$ cat src/sepf_pkg.sv
// Shared constants for the serial EEPROM pin front end
package sepf_pkg;
	// ----------------------------------------
	// Sizes
	// ----------------------------------------
	localparam int BYTE_BITS      = 8;
	localparam int MEM_BYTES      = 512;
	localparam int MEM_ADDR_W     = 9;
	localparam int FIFO_DEPTH     = 32;
	localparam int BIT_CNT_W      = 3;
	localparam int NV_BITS        = 3;

	// ----------------------------------------
	// Clock
	// ----------------------------------------
	localparam int CLK_PERIOD_PS  = 4000;

	// ----------------------------------------
	// Field positions of the non-volatile bits
	// ----------------------------------------
	localparam int NV_SWD_POS     = 2;
	localparam int NV_BPH_POS     = 1;
	localparam int NV_BPL_POS     = 0;

	// ----------------------------------------
	// Reset and power-up values
	// ----------------------------------------
	localparam logic       RST_WEL     = 1'b0;
	localparam logic       RST_WIP     = 1'b0;
	localparam logic [2:0] NV_FACTORY  = 3'h0;
	localparam logic [2:0] BIT_CNT_ZERO = 3'h0;
	localparam logic [2:0] BIT_CNT_LAST = 3'h7;
	localparam logic [7:0] BYTE_ZERO   = 8'h00;
	// Synchroniser reset {sclk, cs_n, sdi, hold_n, wp_n}: clock idle low, select low, protect on
	localparam logic [4:0] PIN_SYNC_RST = 5'h02;

	// ----------------------------------------
	// Link states
	// ----------------------------------------
	typedef enum logic [1:0] {
		SEPF_IDLE,
		SEPF_ACTIVE,
		SEPF_PAUSED
	} sepf_link_e;
endpackage

$ cat src/sepf_stream_if.sv
// Valid/ready byte stream between the front end and its FIFO
`timescale 1ns/10ps
interface sepf_stream_if #(
	parameter int W = 8
);
	logic         valid;
	logic         ready;
	logic [W-1:0] data;

	modport src (output valid, output data, input ready);
	modport snk (input valid, input data, output ready);
endinterface

$ cat src/sepf_fifo.sv
// Parameterised synchronous FIFO for received bytes
`timescale 1ns/10ps
module sepf_fifo #(
	parameter int W = 8,
	parameter int D = 32
) (
	// Clock and reset
	input  wire logic clk_in,
	input  wire logic rst_n_in,
	// Streams
	sepf_stream_if.snk wr,
	sepf_stream_if.src rd
);
	import sepf_pkg::*;

	localparam int AW = $clog2(D);

	logic [W-1:0] store [D];
	logic [AW-1:0] wr_ptr;
	logic [AW-1:0] rd_ptr;
	logic [AW:0]   count;
	logic          push;
	logic          pop;

	// ----------------------------------------
	// Flags and handshakes
	// ----------------------------------------
	assign wr.ready = (count != (AW+1)'(D));
	assign rd.valid = (count != '0);
	assign rd.data  = store[rd_ptr];
	assign push     = wr.valid && wr.ready;
	assign pop      = rd.valid && rd.ready;

	// ----------------------------------------
	// Storage
	// ----------------------------------------
	always_ff @(posedge clk_in) begin
		if (push) begin
			store[wr_ptr] <= wr.data;
		end
	end

	// ----------------------------------------
	// Pointers
	// ----------------------------------------
	always_ff @(posedge clk_in) begin
		if (!rst_n_in) begin
			wr_ptr <= '0;
			rd_ptr <= '0;
			count  <= '0;
		end else begin
			if (push) begin
				wr_ptr <= (wr_ptr == AW'(D-1)) ? '0 : wr_ptr + 1'b1;
			end
			if (pop) begin
				rd_ptr <= (rd_ptr == AW'(D-1)) ? '0 : rd_ptr + 1'b1;
			end
			count <= count + (AW+1)'(push) - (AW+1)'(pop);
		end
	end
endmodule

$ cat src/sepf_frontend.sv
// Serial bus front end of a small byte-wide EEPROM
//
// Notes on behaviour
// RULE1: Array holds 512 bytes, smaller variants fewer.
// RULE2: Output bit changes only after clock fall.
// RULE3: Input bit sampled on each clock rise.
// RULE4: Select high means deselected, output released.
// RULE5: Deselected gives standby unless write running.
// RULE6: Select low makes device selected and active.
// RULE7: Selection needs a falling select edge first.
// RULE8: Pause freezes transfer, keeps place and selection.
// RULE9: Paused: output released, clock and data ignored.
// RULE10: Pause only entered while selected.
// RULE11: Protect low refuses array writes only.
// RULE12: Bus ignored while power-on reset held.
// RULE13: Reset gives standby, idle, latch and busy clear.
// RULE14: Reset keeps write-disable and protect bits.
// RULE15: Master deselects, no write running at power-down.
// RULE16: Bytes shift in and out MSB first.
// RULE17: Pause enters and leaves only while clock low.
// RULE18: Deselect while paused abandons the transfer.
// RULE19: Pause change with clock high waits for low.
`timescale 1ns/10ps
module sepf_frontend #(
	parameter int MEM_DEPTH  = sepf_pkg::MEM_BYTES,
	parameter int RX_DEPTH   = sepf_pkg::FIFO_DEPTH
) (
	// Clock and power-on reset
	input  wire logic                            clk_in,
	input  wire logic                            rst_n_in,
	// Serial pins
	input  wire logic                            sclk_in,
	input  wire logic                            cs_n_in,
	input  wire logic                            sdi_in,
	input  wire logic                            hold_n_in,
	input  wire logic                            wp_n_in,
	output logic                                 sdo_out,
	output logic                                 sdo_oe_out,
	// Received byte stream
	output logic [sepf_pkg::BYTE_BITS-1:0]       rx_data_out,
	output logic                                 rx_valid_out,
	input  wire logic                            rx_ready_in,
	output logic                                 rx_overrun_out,
	// Byte to send
	input  wire logic [sepf_pkg::BYTE_BITS-1:0]  tx_data_in,
	input  wire logic                            tx_valid_in,
	output logic                                 tx_taken_out,
	// Array access from the command logic
	input  wire logic [sepf_pkg::MEM_ADDR_W-1:0] mem_addr_in,
	input  wire logic [sepf_pkg::BYTE_BITS-1:0]  mem_wdata_in,
	input  wire logic                            mem_we_in,
	output logic [sepf_pkg::BYTE_BITS-1:0]       mem_rdata_out,
	output logic                                 write_refused_out,
	// Status bits
	input  wire logic                            wel_set_in,
	input  wire logic                            wel_clr_in,
	input  wire logic                            write_busy_in,
	input  wire logic                            nv_load_in,
	input  wire logic [sepf_pkg::NV_BITS-1:0]    nv_data_in,
	output logic                                 write_enable_latch_out,
	output logic                                 write_in_progress_out,
	output logic                                 status_write_disable_out,
	output logic                                 block_protect_hi_out,
	output logic                                 block_protect_lo_out,
	// Link state
	output logic                                 selected_out,
	output logic                                 paused_out,
	output logic                                 standby_out,
	output logic                                 frame_start_out
);
	import sepf_pkg::*;

	localparam int MA_W = $clog2(MEM_DEPTH);

	// ----------------------------------------
	// Pin synchronisers
	// ----------------------------------------
	// Two stages per pin; only stage two feeds logic
	logic [4:0] pin_meta;
	logic [4:0] pin_sync;
	logic       sclk_prev;
	logic       sclk_s;
	logic       cs_n_s;
	logic       sdi_s;
	logic       hold_n_s;
	logic       wp_n_s;
	logic       sclk_rise;
	logic       sclk_fall;

	// Select resets low so the reset value can never arm selection on its own
	always_ff @(posedge clk_in) begin
		if (!rst_n_in) begin
			pin_meta  <= PIN_SYNC_RST;
			pin_sync  <= PIN_SYNC_RST;
			sclk_prev <= 1'b0;
		end else begin
			pin_meta  <= {sclk_in, cs_n_in, sdi_in, hold_n_in, wp_n_in};
			pin_sync  <= pin_meta;
			sclk_prev <= pin_sync[4];
		end
	end

	assign sclk_s    = pin_sync[4];
	assign cs_n_s    = pin_sync[3];
	assign sdi_s     = pin_sync[2];
	assign hold_n_s  = pin_sync[1];
	assign wp_n_s    = pin_sync[0];
	assign sclk_rise = sclk_s && !sclk_prev;
	assign sclk_fall = !sclk_s && sclk_prev;

	// ----------------------------------------
	// Select and pause state
	// ----------------------------------------
	// Armed only after select seen high, so a select tied low never starts a frame
	logic       armed;
	sepf_link_e link;
	sepf_link_e next_link;
	logic       shifting;

	always_ff @(posedge clk_in) begin
		if (!rst_n_in) begin
			armed <= 1'b0; // [RULE12] [RULE13]
		end else if (cs_n_s) begin
			armed <= 1'b1; // [RULE7]
		end
	end

	always_comb begin
		next_link = link;
		case (link)
			SEPF_IDLE: begin
				if (armed && !cs_n_s) begin
					next_link = SEPF_ACTIVE; // [RULE6] [RULE7]
				end
			end
			SEPF_ACTIVE: begin
				if (cs_n_s) begin
					next_link = SEPF_IDLE; // [RULE4]
				end else if (!hold_n_s && !sclk_s) begin
					next_link = SEPF_PAUSED; // [RULE10] [RULE17] [RULE19]
				end
			end
			SEPF_PAUSED: begin
				if (cs_n_s) begin
					next_link = SEPF_IDLE; // [RULE18]
				end else if (hold_n_s && !sclk_s) begin
					next_link = SEPF_ACTIVE; // [RULE17] [RULE19]
				end
			end
			default: begin
				next_link = SEPF_IDLE;
			end
		endcase
	end

	always_ff @(posedge clk_in) begin
		if (!rst_n_in) begin
			link <= SEPF_IDLE; // [RULE13]
		end else begin
			link <= next_link;
		end
	end

	// Clock edges count only while actively selected
	assign shifting = (link == SEPF_ACTIVE) && (next_link == SEPF_ACTIVE); // [RULE8] [RULE9]

	// ----------------------------------------
	// Receive shifter
	// ----------------------------------------
	logic [BIT_CNT_W-1:0] bit_cnt;
	logic [BYTE_BITS-1:0] rx_shift;
	logic [BYTE_BITS-1:0] rx_hold;
	logic                 rx_pending;
	logic                 byte_done;
	logic                 first_bit;

	sepf_stream_if #(.W(BYTE_BITS)) rx_wr ();
	sepf_stream_if #(.W(BYTE_BITS)) rx_rd ();

	assign byte_done = shifting && sclk_rise && (bit_cnt == BIT_CNT_LAST);

	always_ff @(posedge clk_in) begin
		if (!rst_n_in || link == SEPF_IDLE) begin
			bit_cnt   <= BIT_CNT_ZERO; // [RULE18]
			rx_shift  <= BYTE_ZERO;
			first_bit <= 1'b1;
		end else if (shifting && sclk_rise) begin
			bit_cnt   <= bit_cnt + 1'b1; // [RULE3]
			rx_shift  <= {rx_shift[BYTE_BITS-2:0], sdi_s}; // [RULE16]
			first_bit <= 1'b0;
		end
	end

	// Pending byte stalls here until the FIFO takes it; a second one is an overrun
	always_ff @(posedge clk_in) begin
		if (!rst_n_in) begin
			rx_pending     <= 1'b0;
			rx_hold        <= BYTE_ZERO;
			rx_overrun_out <= 1'b0;
		end else begin
			if (byte_done) begin
				rx_hold    <= {rx_shift[BYTE_BITS-2:0], sdi_s}; // [RULE16]
				rx_pending <= 1'b1;
			end else if (rx_wr.ready) begin
				rx_pending <= 1'b0;
			end
			rx_overrun_out <= byte_done && rx_pending && !rx_wr.ready;
		end
	end

	assign rx_wr.valid = rx_pending;
	assign rx_wr.data  = rx_hold;

	sepf_fifo #(
		.W (BYTE_BITS),
		.D (RX_DEPTH)
	) u_rx_fifo (
		.clk_in   (clk_in),
		.rst_n_in (rst_n_in),
		.wr       (rx_wr),
		.rd       (rx_rd)
	);

	// Registered skid so the stream outputs leave flip-flops
	assign rx_rd.ready = !rx_valid_out || rx_ready_in;

	always_ff @(posedge clk_in) begin
		if (!rst_n_in) begin
			rx_valid_out <= 1'b0;
			rx_data_out  <= BYTE_ZERO;
		end else if (rx_rd.ready) begin
			rx_valid_out <= rx_rd.valid;
			rx_data_out  <= rx_rd.data;
		end
	end

	// ----------------------------------------
	// Transmit shifter
	// ----------------------------------------
	logic [BYTE_BITS-1:0] tx_shift;
	logic                 tx_live;

	always_ff @(posedge clk_in) begin
		if (!rst_n_in || link == SEPF_IDLE) begin
			tx_shift     <= BYTE_ZERO;
			tx_live      <= 1'b0;
			tx_taken_out <= 1'b0;
		end else begin
			tx_taken_out <= 1'b0;
			if (shifting && sclk_fall && !first_bit) begin
				if (bit_cnt == BIT_CNT_ZERO) begin
					tx_live      <= tx_valid_in;
					tx_shift     <= tx_valid_in ? tx_data_in : BYTE_ZERO; // [RULE2]
					tx_taken_out <= tx_valid_in;
				end else begin
					tx_shift <= {tx_shift[BYTE_BITS-2:0], 1'b0}; // [RULE16] [RULE2]
				end
			end
		end
	end

	always_ff @(posedge clk_in) begin
		if (!rst_n_in) begin
			sdo_out    <= 1'b0;
			sdo_oe_out <= 1'b0;
		end else begin
			sdo_out    <= tx_shift[BYTE_BITS-1];
			sdo_oe_out <= tx_live && (link == SEPF_ACTIVE) && !cs_n_s; // [RULE4] [RULE9]
		end
	end

	// ----------------------------------------
	// Link state outputs
	// ----------------------------------------
	always_ff @(posedge clk_in) begin
		if (!rst_n_in) begin
			selected_out    <= 1'b0;
			paused_out      <= 1'b0;
			standby_out     <= 1'b1; // [RULE13]
			frame_start_out <= 1'b0;
		end else begin
			selected_out    <= (next_link != SEPF_IDLE); // [RULE6]
			paused_out      <= (next_link == SEPF_PAUSED); // [RULE8]
			standby_out     <= (next_link == SEPF_IDLE) && !write_busy_in; // [RULE5]
			frame_start_out <= (link == SEPF_IDLE) && (next_link == SEPF_ACTIVE);
		end
	end

	// ----------------------------------------
	// Status bits
	// ----------------------------------------
	// Power-down with a write running is the master's fault; nothing here saves it [RULE15]
	always_ff @(posedge clk_in) begin
		if (!rst_n_in) begin
			write_enable_latch_out <= RST_WEL; // [RULE13]
			write_in_progress_out  <= RST_WIP; // [RULE13]
		end else begin
			write_in_progress_out <= write_busy_in;
			if (wel_set_in) begin
				write_enable_latch_out <= 1'b1;
			end else if (wel_clr_in) begin
				write_enable_latch_out <= 1'b0;
			end
		end
	end

	// Non-volatile bits: power-up value models the stored state, reset leaves them alone
	logic [NV_BITS-1:0] nv_bits = NV_FACTORY;

	always_ff @(posedge clk_in) begin
		if (nv_load_in && rst_n_in) begin
			nv_bits <= nv_data_in; // [RULE14]
		end
	end

	assign status_write_disable_out = nv_bits[NV_SWD_POS];
	assign block_protect_hi_out     = nv_bits[NV_BPH_POS];
	assign block_protect_lo_out     = nv_bits[NV_BPL_POS];

	// ----------------------------------------
	// Memory array
	// ----------------------------------------
	// Smaller variants just set MEM_DEPTH; upper address bits are then dropped
	logic [BYTE_BITS-1:0] mem [MEM_DEPTH]; // [RULE1]
	logic [MA_W-1:0]      mem_idx;
	logic                 mem_write_ok;

	assign mem_idx      = mem_addr_in[MA_W-1:0];
	assign mem_write_ok = mem_we_in && wp_n_s && rst_n_in; // [RULE11] [RULE12]

	always_ff @(posedge clk_in) begin
		if (mem_write_ok) begin
			mem[mem_idx] <= mem_wdata_in;
		end
		mem_rdata_out <= mem[mem_idx];
	end

	always_ff @(posedge clk_in) begin
		if (!rst_n_in) begin
			write_refused_out <= 1'b0;
		end else begin
			write_refused_out <= mem_we_in && !wp_n_s; // [RULE11]
		end
	end
endmodule

$ cat config.mk
export PLATFORM = sky130hd
export DESIGN_NAME = sepf_frontend
export DESIGN_NICKNAME = d
export VERILOG_FILES = /design/src/sepf_pkg.sv /design/src/sepf_stream_if.sv /design/src/sepf_fifo.sv /design/src/sepf_frontend.sv
export SDC_FILE = /design/constraint.sdc
export NUM_CORES = 2
export LEC_CHECK = 0
export BUFFER_PORTS_ARGS = -buffer_cell sky130_fd_sc_hd__buf_2
export CAP_MARGIN = 20
export CORE_MARGIN = 4
export CORE_UTILIZATION = 35
export CTS_CLUSTER_SIZE = 24
export DETAILED_ROUTE_END_ITERATION = 12
export GPL_TIMING_DRIVEN = 0
export PLACE_DENSITY = 0.53
export SLEW_MARGIN = 20
export SYNTH_ARGS = -nofsm -noshare
export SYNTH_HDL_FRONTEND = slang
export SYNTH_MEMORY_MAX_BITS = 65536
export SYNTH_SLANG_ARGS = --single-unit
$ cat constraint.sdc
create_clock -name clk_in -period 4 [get_ports clk_in]
set_input_delay 0.8 -clock clk_in [delete_from_list [all_inputs] [get_ports clk_in]]
set_output_delay 0.8 -clock clk_in [all_outputs]
set_load 0.005 [all_outputs]
==> flow_metrics.env <==
export IMPL_gr_total_overflow=0
export IMPL_gp_congestion=1.05
export IMPL_htreeDepth=5
export IMPL_max_stage_delay_ns=0.85
export IMPL_drtPass1Iterations=7
export IMPL_violations="negative setup slack"
export IMPL_wirelength_um=836000
export IMPL_cp_arrival_ns=5.35
export IMPL_port_buffers=67
export IMPL_fp_dieH_um=710
export IMPL_ios=73
export IMPL_layout_drive_gt1_share_pct=31.0
export IMPL_hold_class="in -> reg"
export IMPL_end_kind="flip-flop"
export IMPL_fin_crit_sh_pct=112
export IMPL_ys_warn_count=0
export IMPL_crit_slowest_cell="nand4_1"
export IMPL_remaining_drc_errors=0
export IMPL_postLayoutCoreUtil_pct=42.4
export IMPL_vias=106856
export IMPL_fin_cells=16348
export IMPL_worstPathCellList="buf_2, buf_6, buf_8, buf_12, buf_8, buf_8, mux4_2, a2111oi_4, nand4_1, a2111oi_4, nand3_4"
export IMPL_cap_violations=0
export IMPL_max_freq_ghz=0.224
export IMPL_place_inst=15220
export IMPL_cts_buffer_depth=4
export IMPL_post_drt_wl_per_cell_um=51.1
export IMPL_die_x_um=710
export IMPL_fin_area_um2=208000
export IMPL_fin_total_pwr_mw=105
export IMPL_critPathMostFrequentCell="buf_8"
export IMPL_tightest_slew_ns=1.37
export IMPL_core_area_um2=490000
export IMPL_async_reset_ff_share_pct=0
export IMPL_syn_nets=8603
export IMPL_vdd_ir_drop_max_mv=0.408
export IMPL_ys_top_cells_by_count="edfxtp_1 (4355), mux4_2 (880), nor2_1 (637)"
export IMPL_setup_worst_path_start_class="primary input"
export IMPL_leakage_nw=65.5
export IMPL_critical_path_class="in -> reg"
export IMPL_synth_top_cell_area_share_pct=75.8
export IMPL_cts_sinks=4442
export IMPL_drtIter0Drc=21935
export IMPL_dpl_cell_area_um2=185000
export IMPL_grt_max_degree=125
export IMPL_grt_use_total_pct=32.5
export IMPL_final_max_slew_viol_count=0
export IMPL_finalHoldViolCount=0
export IMPL_dp_hpwl_um=561000
export IMPL_antenna_found_initial=126
export IMPL_area_growth_pct=20.5
export IMPL_syn_avg_cell_area_um2=20.2
export IMPL_synth_most_common_cell="edfxtp_1"
export IMPL_finalWorstSetupSlack_ns=-0.464
export IMPL_cts_root_buffer_cell="clkbuf_16"
export IMPL_ys_top_cells_by_area="edfxtp_1 (76%), mux4_2 (11%), mux2i_1 (3.1%)"
export IMPL_path_clk_slew_ns=0.07
export IMPL_dp_slack_ns=-4.54
export IMPL_setup_viol_count_final=2538
export IMPL_required_ns=4.89
export IMPL_core_rowCount=257
export IMPL_fin_worst_skew_ns=0.0773
export IMPL_syn_cell_area_um2=172000
export IMPL_fin_nets=9449
export IMPL_numCtsBuffers=462
export IMPL_synth_top_area_cell="edfxtp_1"
export IMPL_rsz0062_at_grt="yes"
export IMPL_ys_types=88
export IMPL_ys_seq_elements=4442
export IMPL_yosysSeqAreaShare_pct=76.9
export IMPL_relSlewSlack_pct=8.74
export IMPL_antenna_left=0
export IMPL_grt_pass1_vias=95754
export IMPL_period_minus_slack_ns=4.46
export IMPL_cts_tree="yes"
export IMPL_grt_pass1_wl_um=1040000
export IMPL_powerDensity_nw_per_um2=505
export IMPL_initial_core_util_pct=35.2
export IMPL_die_area_um2=504000
export IMPL_synth_edf_count=4355
export IMPL_via_per_inst=6.54
export IMPL_syn_inst=8541
export IMPL_outcome="finished, violations left"
export IMPL_ys_flop_type="edfxtp_1"
export IMPL_insertion_delay_ns=1.08
export IMPL_fill_cells=42423
export IMPL_cp_max_fo=10
placed cells by master, fill, tap and decap left out, types with 95 or more instances in the layout:
master and instances:
a21oi_1 144, a22oi_1 125, buf_12 139, buf_16 130
buf_4 190, clkbuf_1 168, clkbuf_16 473, clkbuf_2 102
clkinv_1 104, diode_2 95, edfxtp_1 4355, mux2i_1 506
mux4_2 880, nand2_1 214, nand3_1 99, nor2_1 227
nor2_2 279, nor2_4 131, o22ai_1 170
timing repair:
action | in CTS | in global routing
hold buffers | 13 | 0
setup buffers | 34 | 135
gates cloned | 0 | 2
endpoints found under the hold margin | 13 | 0
endpoints found under the setup margin | 4104 | 1344
pin swaps | 25 | 22
resized for setup | 1379 | 217
through the flow:
step	hold WS (ns)	TNS [ns]
after detailed placement	0.416	-
after floorplan	0.386	0
after CTS	0.0647	-17.37
after global placement	0.413	-
after global routing	0.141	-0.325
final	0.116	-240.09
critical path: cells and delay by family:
kind                   cells  cell delay, ns
AOI/OAI and AO/OA          2            1.22
buffers and inverters      6            1.64
muxes                      1            0.46
and+or+nand+nor            2            1.11
layer usage:
metal / up-vias / wire length, um / GRT usage [%]
met2: 10418 / 339000 / 43.8
met1: 56855 / 286000 / 40.4
li1: 37174 / - / -
met4: 35 / 77200 / 25.2
met3: 2374 / 132000 / 14.4
met5: - / 519 / 0.257
logic make-up (layout without fill, tap and decap cells):
| logic type | count (synthesis) | after routing | share of synthesized area, % |
|---|---|---|---|
| AO/OA/AOI/OAI | 800 | 800 | 3.11 |
| flip-flops | 4442 | 4442 | 76.9 |
| adder cells (fa/ha/maj) | 20 | 20 | 0.149 |
| XOR/XNOR | 5 | 5 | 0.0254 |
| multiplexers | 1479 | 1479 | 15.0 |
| buffers and inverters | 563 | 1800 | 1.59 |
| AND/OR/NAND/NOR | 1232 | 1232 | 3.24 |
| other | 0 | 95 | 0 |
area by class of cell:
cell class / count / area [um^2] / share of cell area (%)
clock buffers: 567 / 12200 / 5.87
inverters: 28 / 120 / 0.0578
flip-flops and latches: 4442 / 133000 / 63.8
diodes: 95 / 238 / 0.114
plain buffers: 529 / 6130 / 2.95
multi-input cells: 3536 / 40300 / 19.4
well taps: 6475 / 8100 / 3.90
repair buffers: 388 / 5080 / 2.45
clock inverters: 288 / 3050 / 1.47
worst paths after layout:
kind                                        startpoint                        to  slack, ns  depth (start not counted)
worst max-delay path                    mem_addr_in[2]  mem_rdata_out[0]$_DFF_P_      -0.46                         11
worst max register to register    mem[84][0]$_DFFE_PP_  mem_rdata_out[0]$_DFF_P_      -0.13                          7
worst min register to register  pin_meta[1]$_SDFF_PN1_    pin_sync[1]$_SDFF_PN1_       0.41                          1
worst min-delay path                       tx_valid_in      tx_live$_SDFFE_PP0P_       0.12                          3
report_power, final:
group / internal [mW] / switching [mW] / leakage (nW)
Sequential: 51.1 / 0.0538 / 39.9
Clock: 24.9 / 19.3 / 7.38
Combinational: 2.90 / 6.61 / 18.2
flip-flops by register name, indices dropped and copies added (netlist names), 2 cells and up:
name and count:
tx_shift 8, bit_cnt 3, rx_data_out 8, pin_sync 5
u_rx_fifo.rd_ptr 5, mem_rdata_out 8, u_rx_fifo.count 6, u_rx_fifo.wr_ptr 5
mem 4096, u_rx_fifo.store 256, rx_shift 7, link 2
nv_bits 3, pin_meta 5, rx_hold 8
Note: power is estimated with default switching activity, not from simulation.
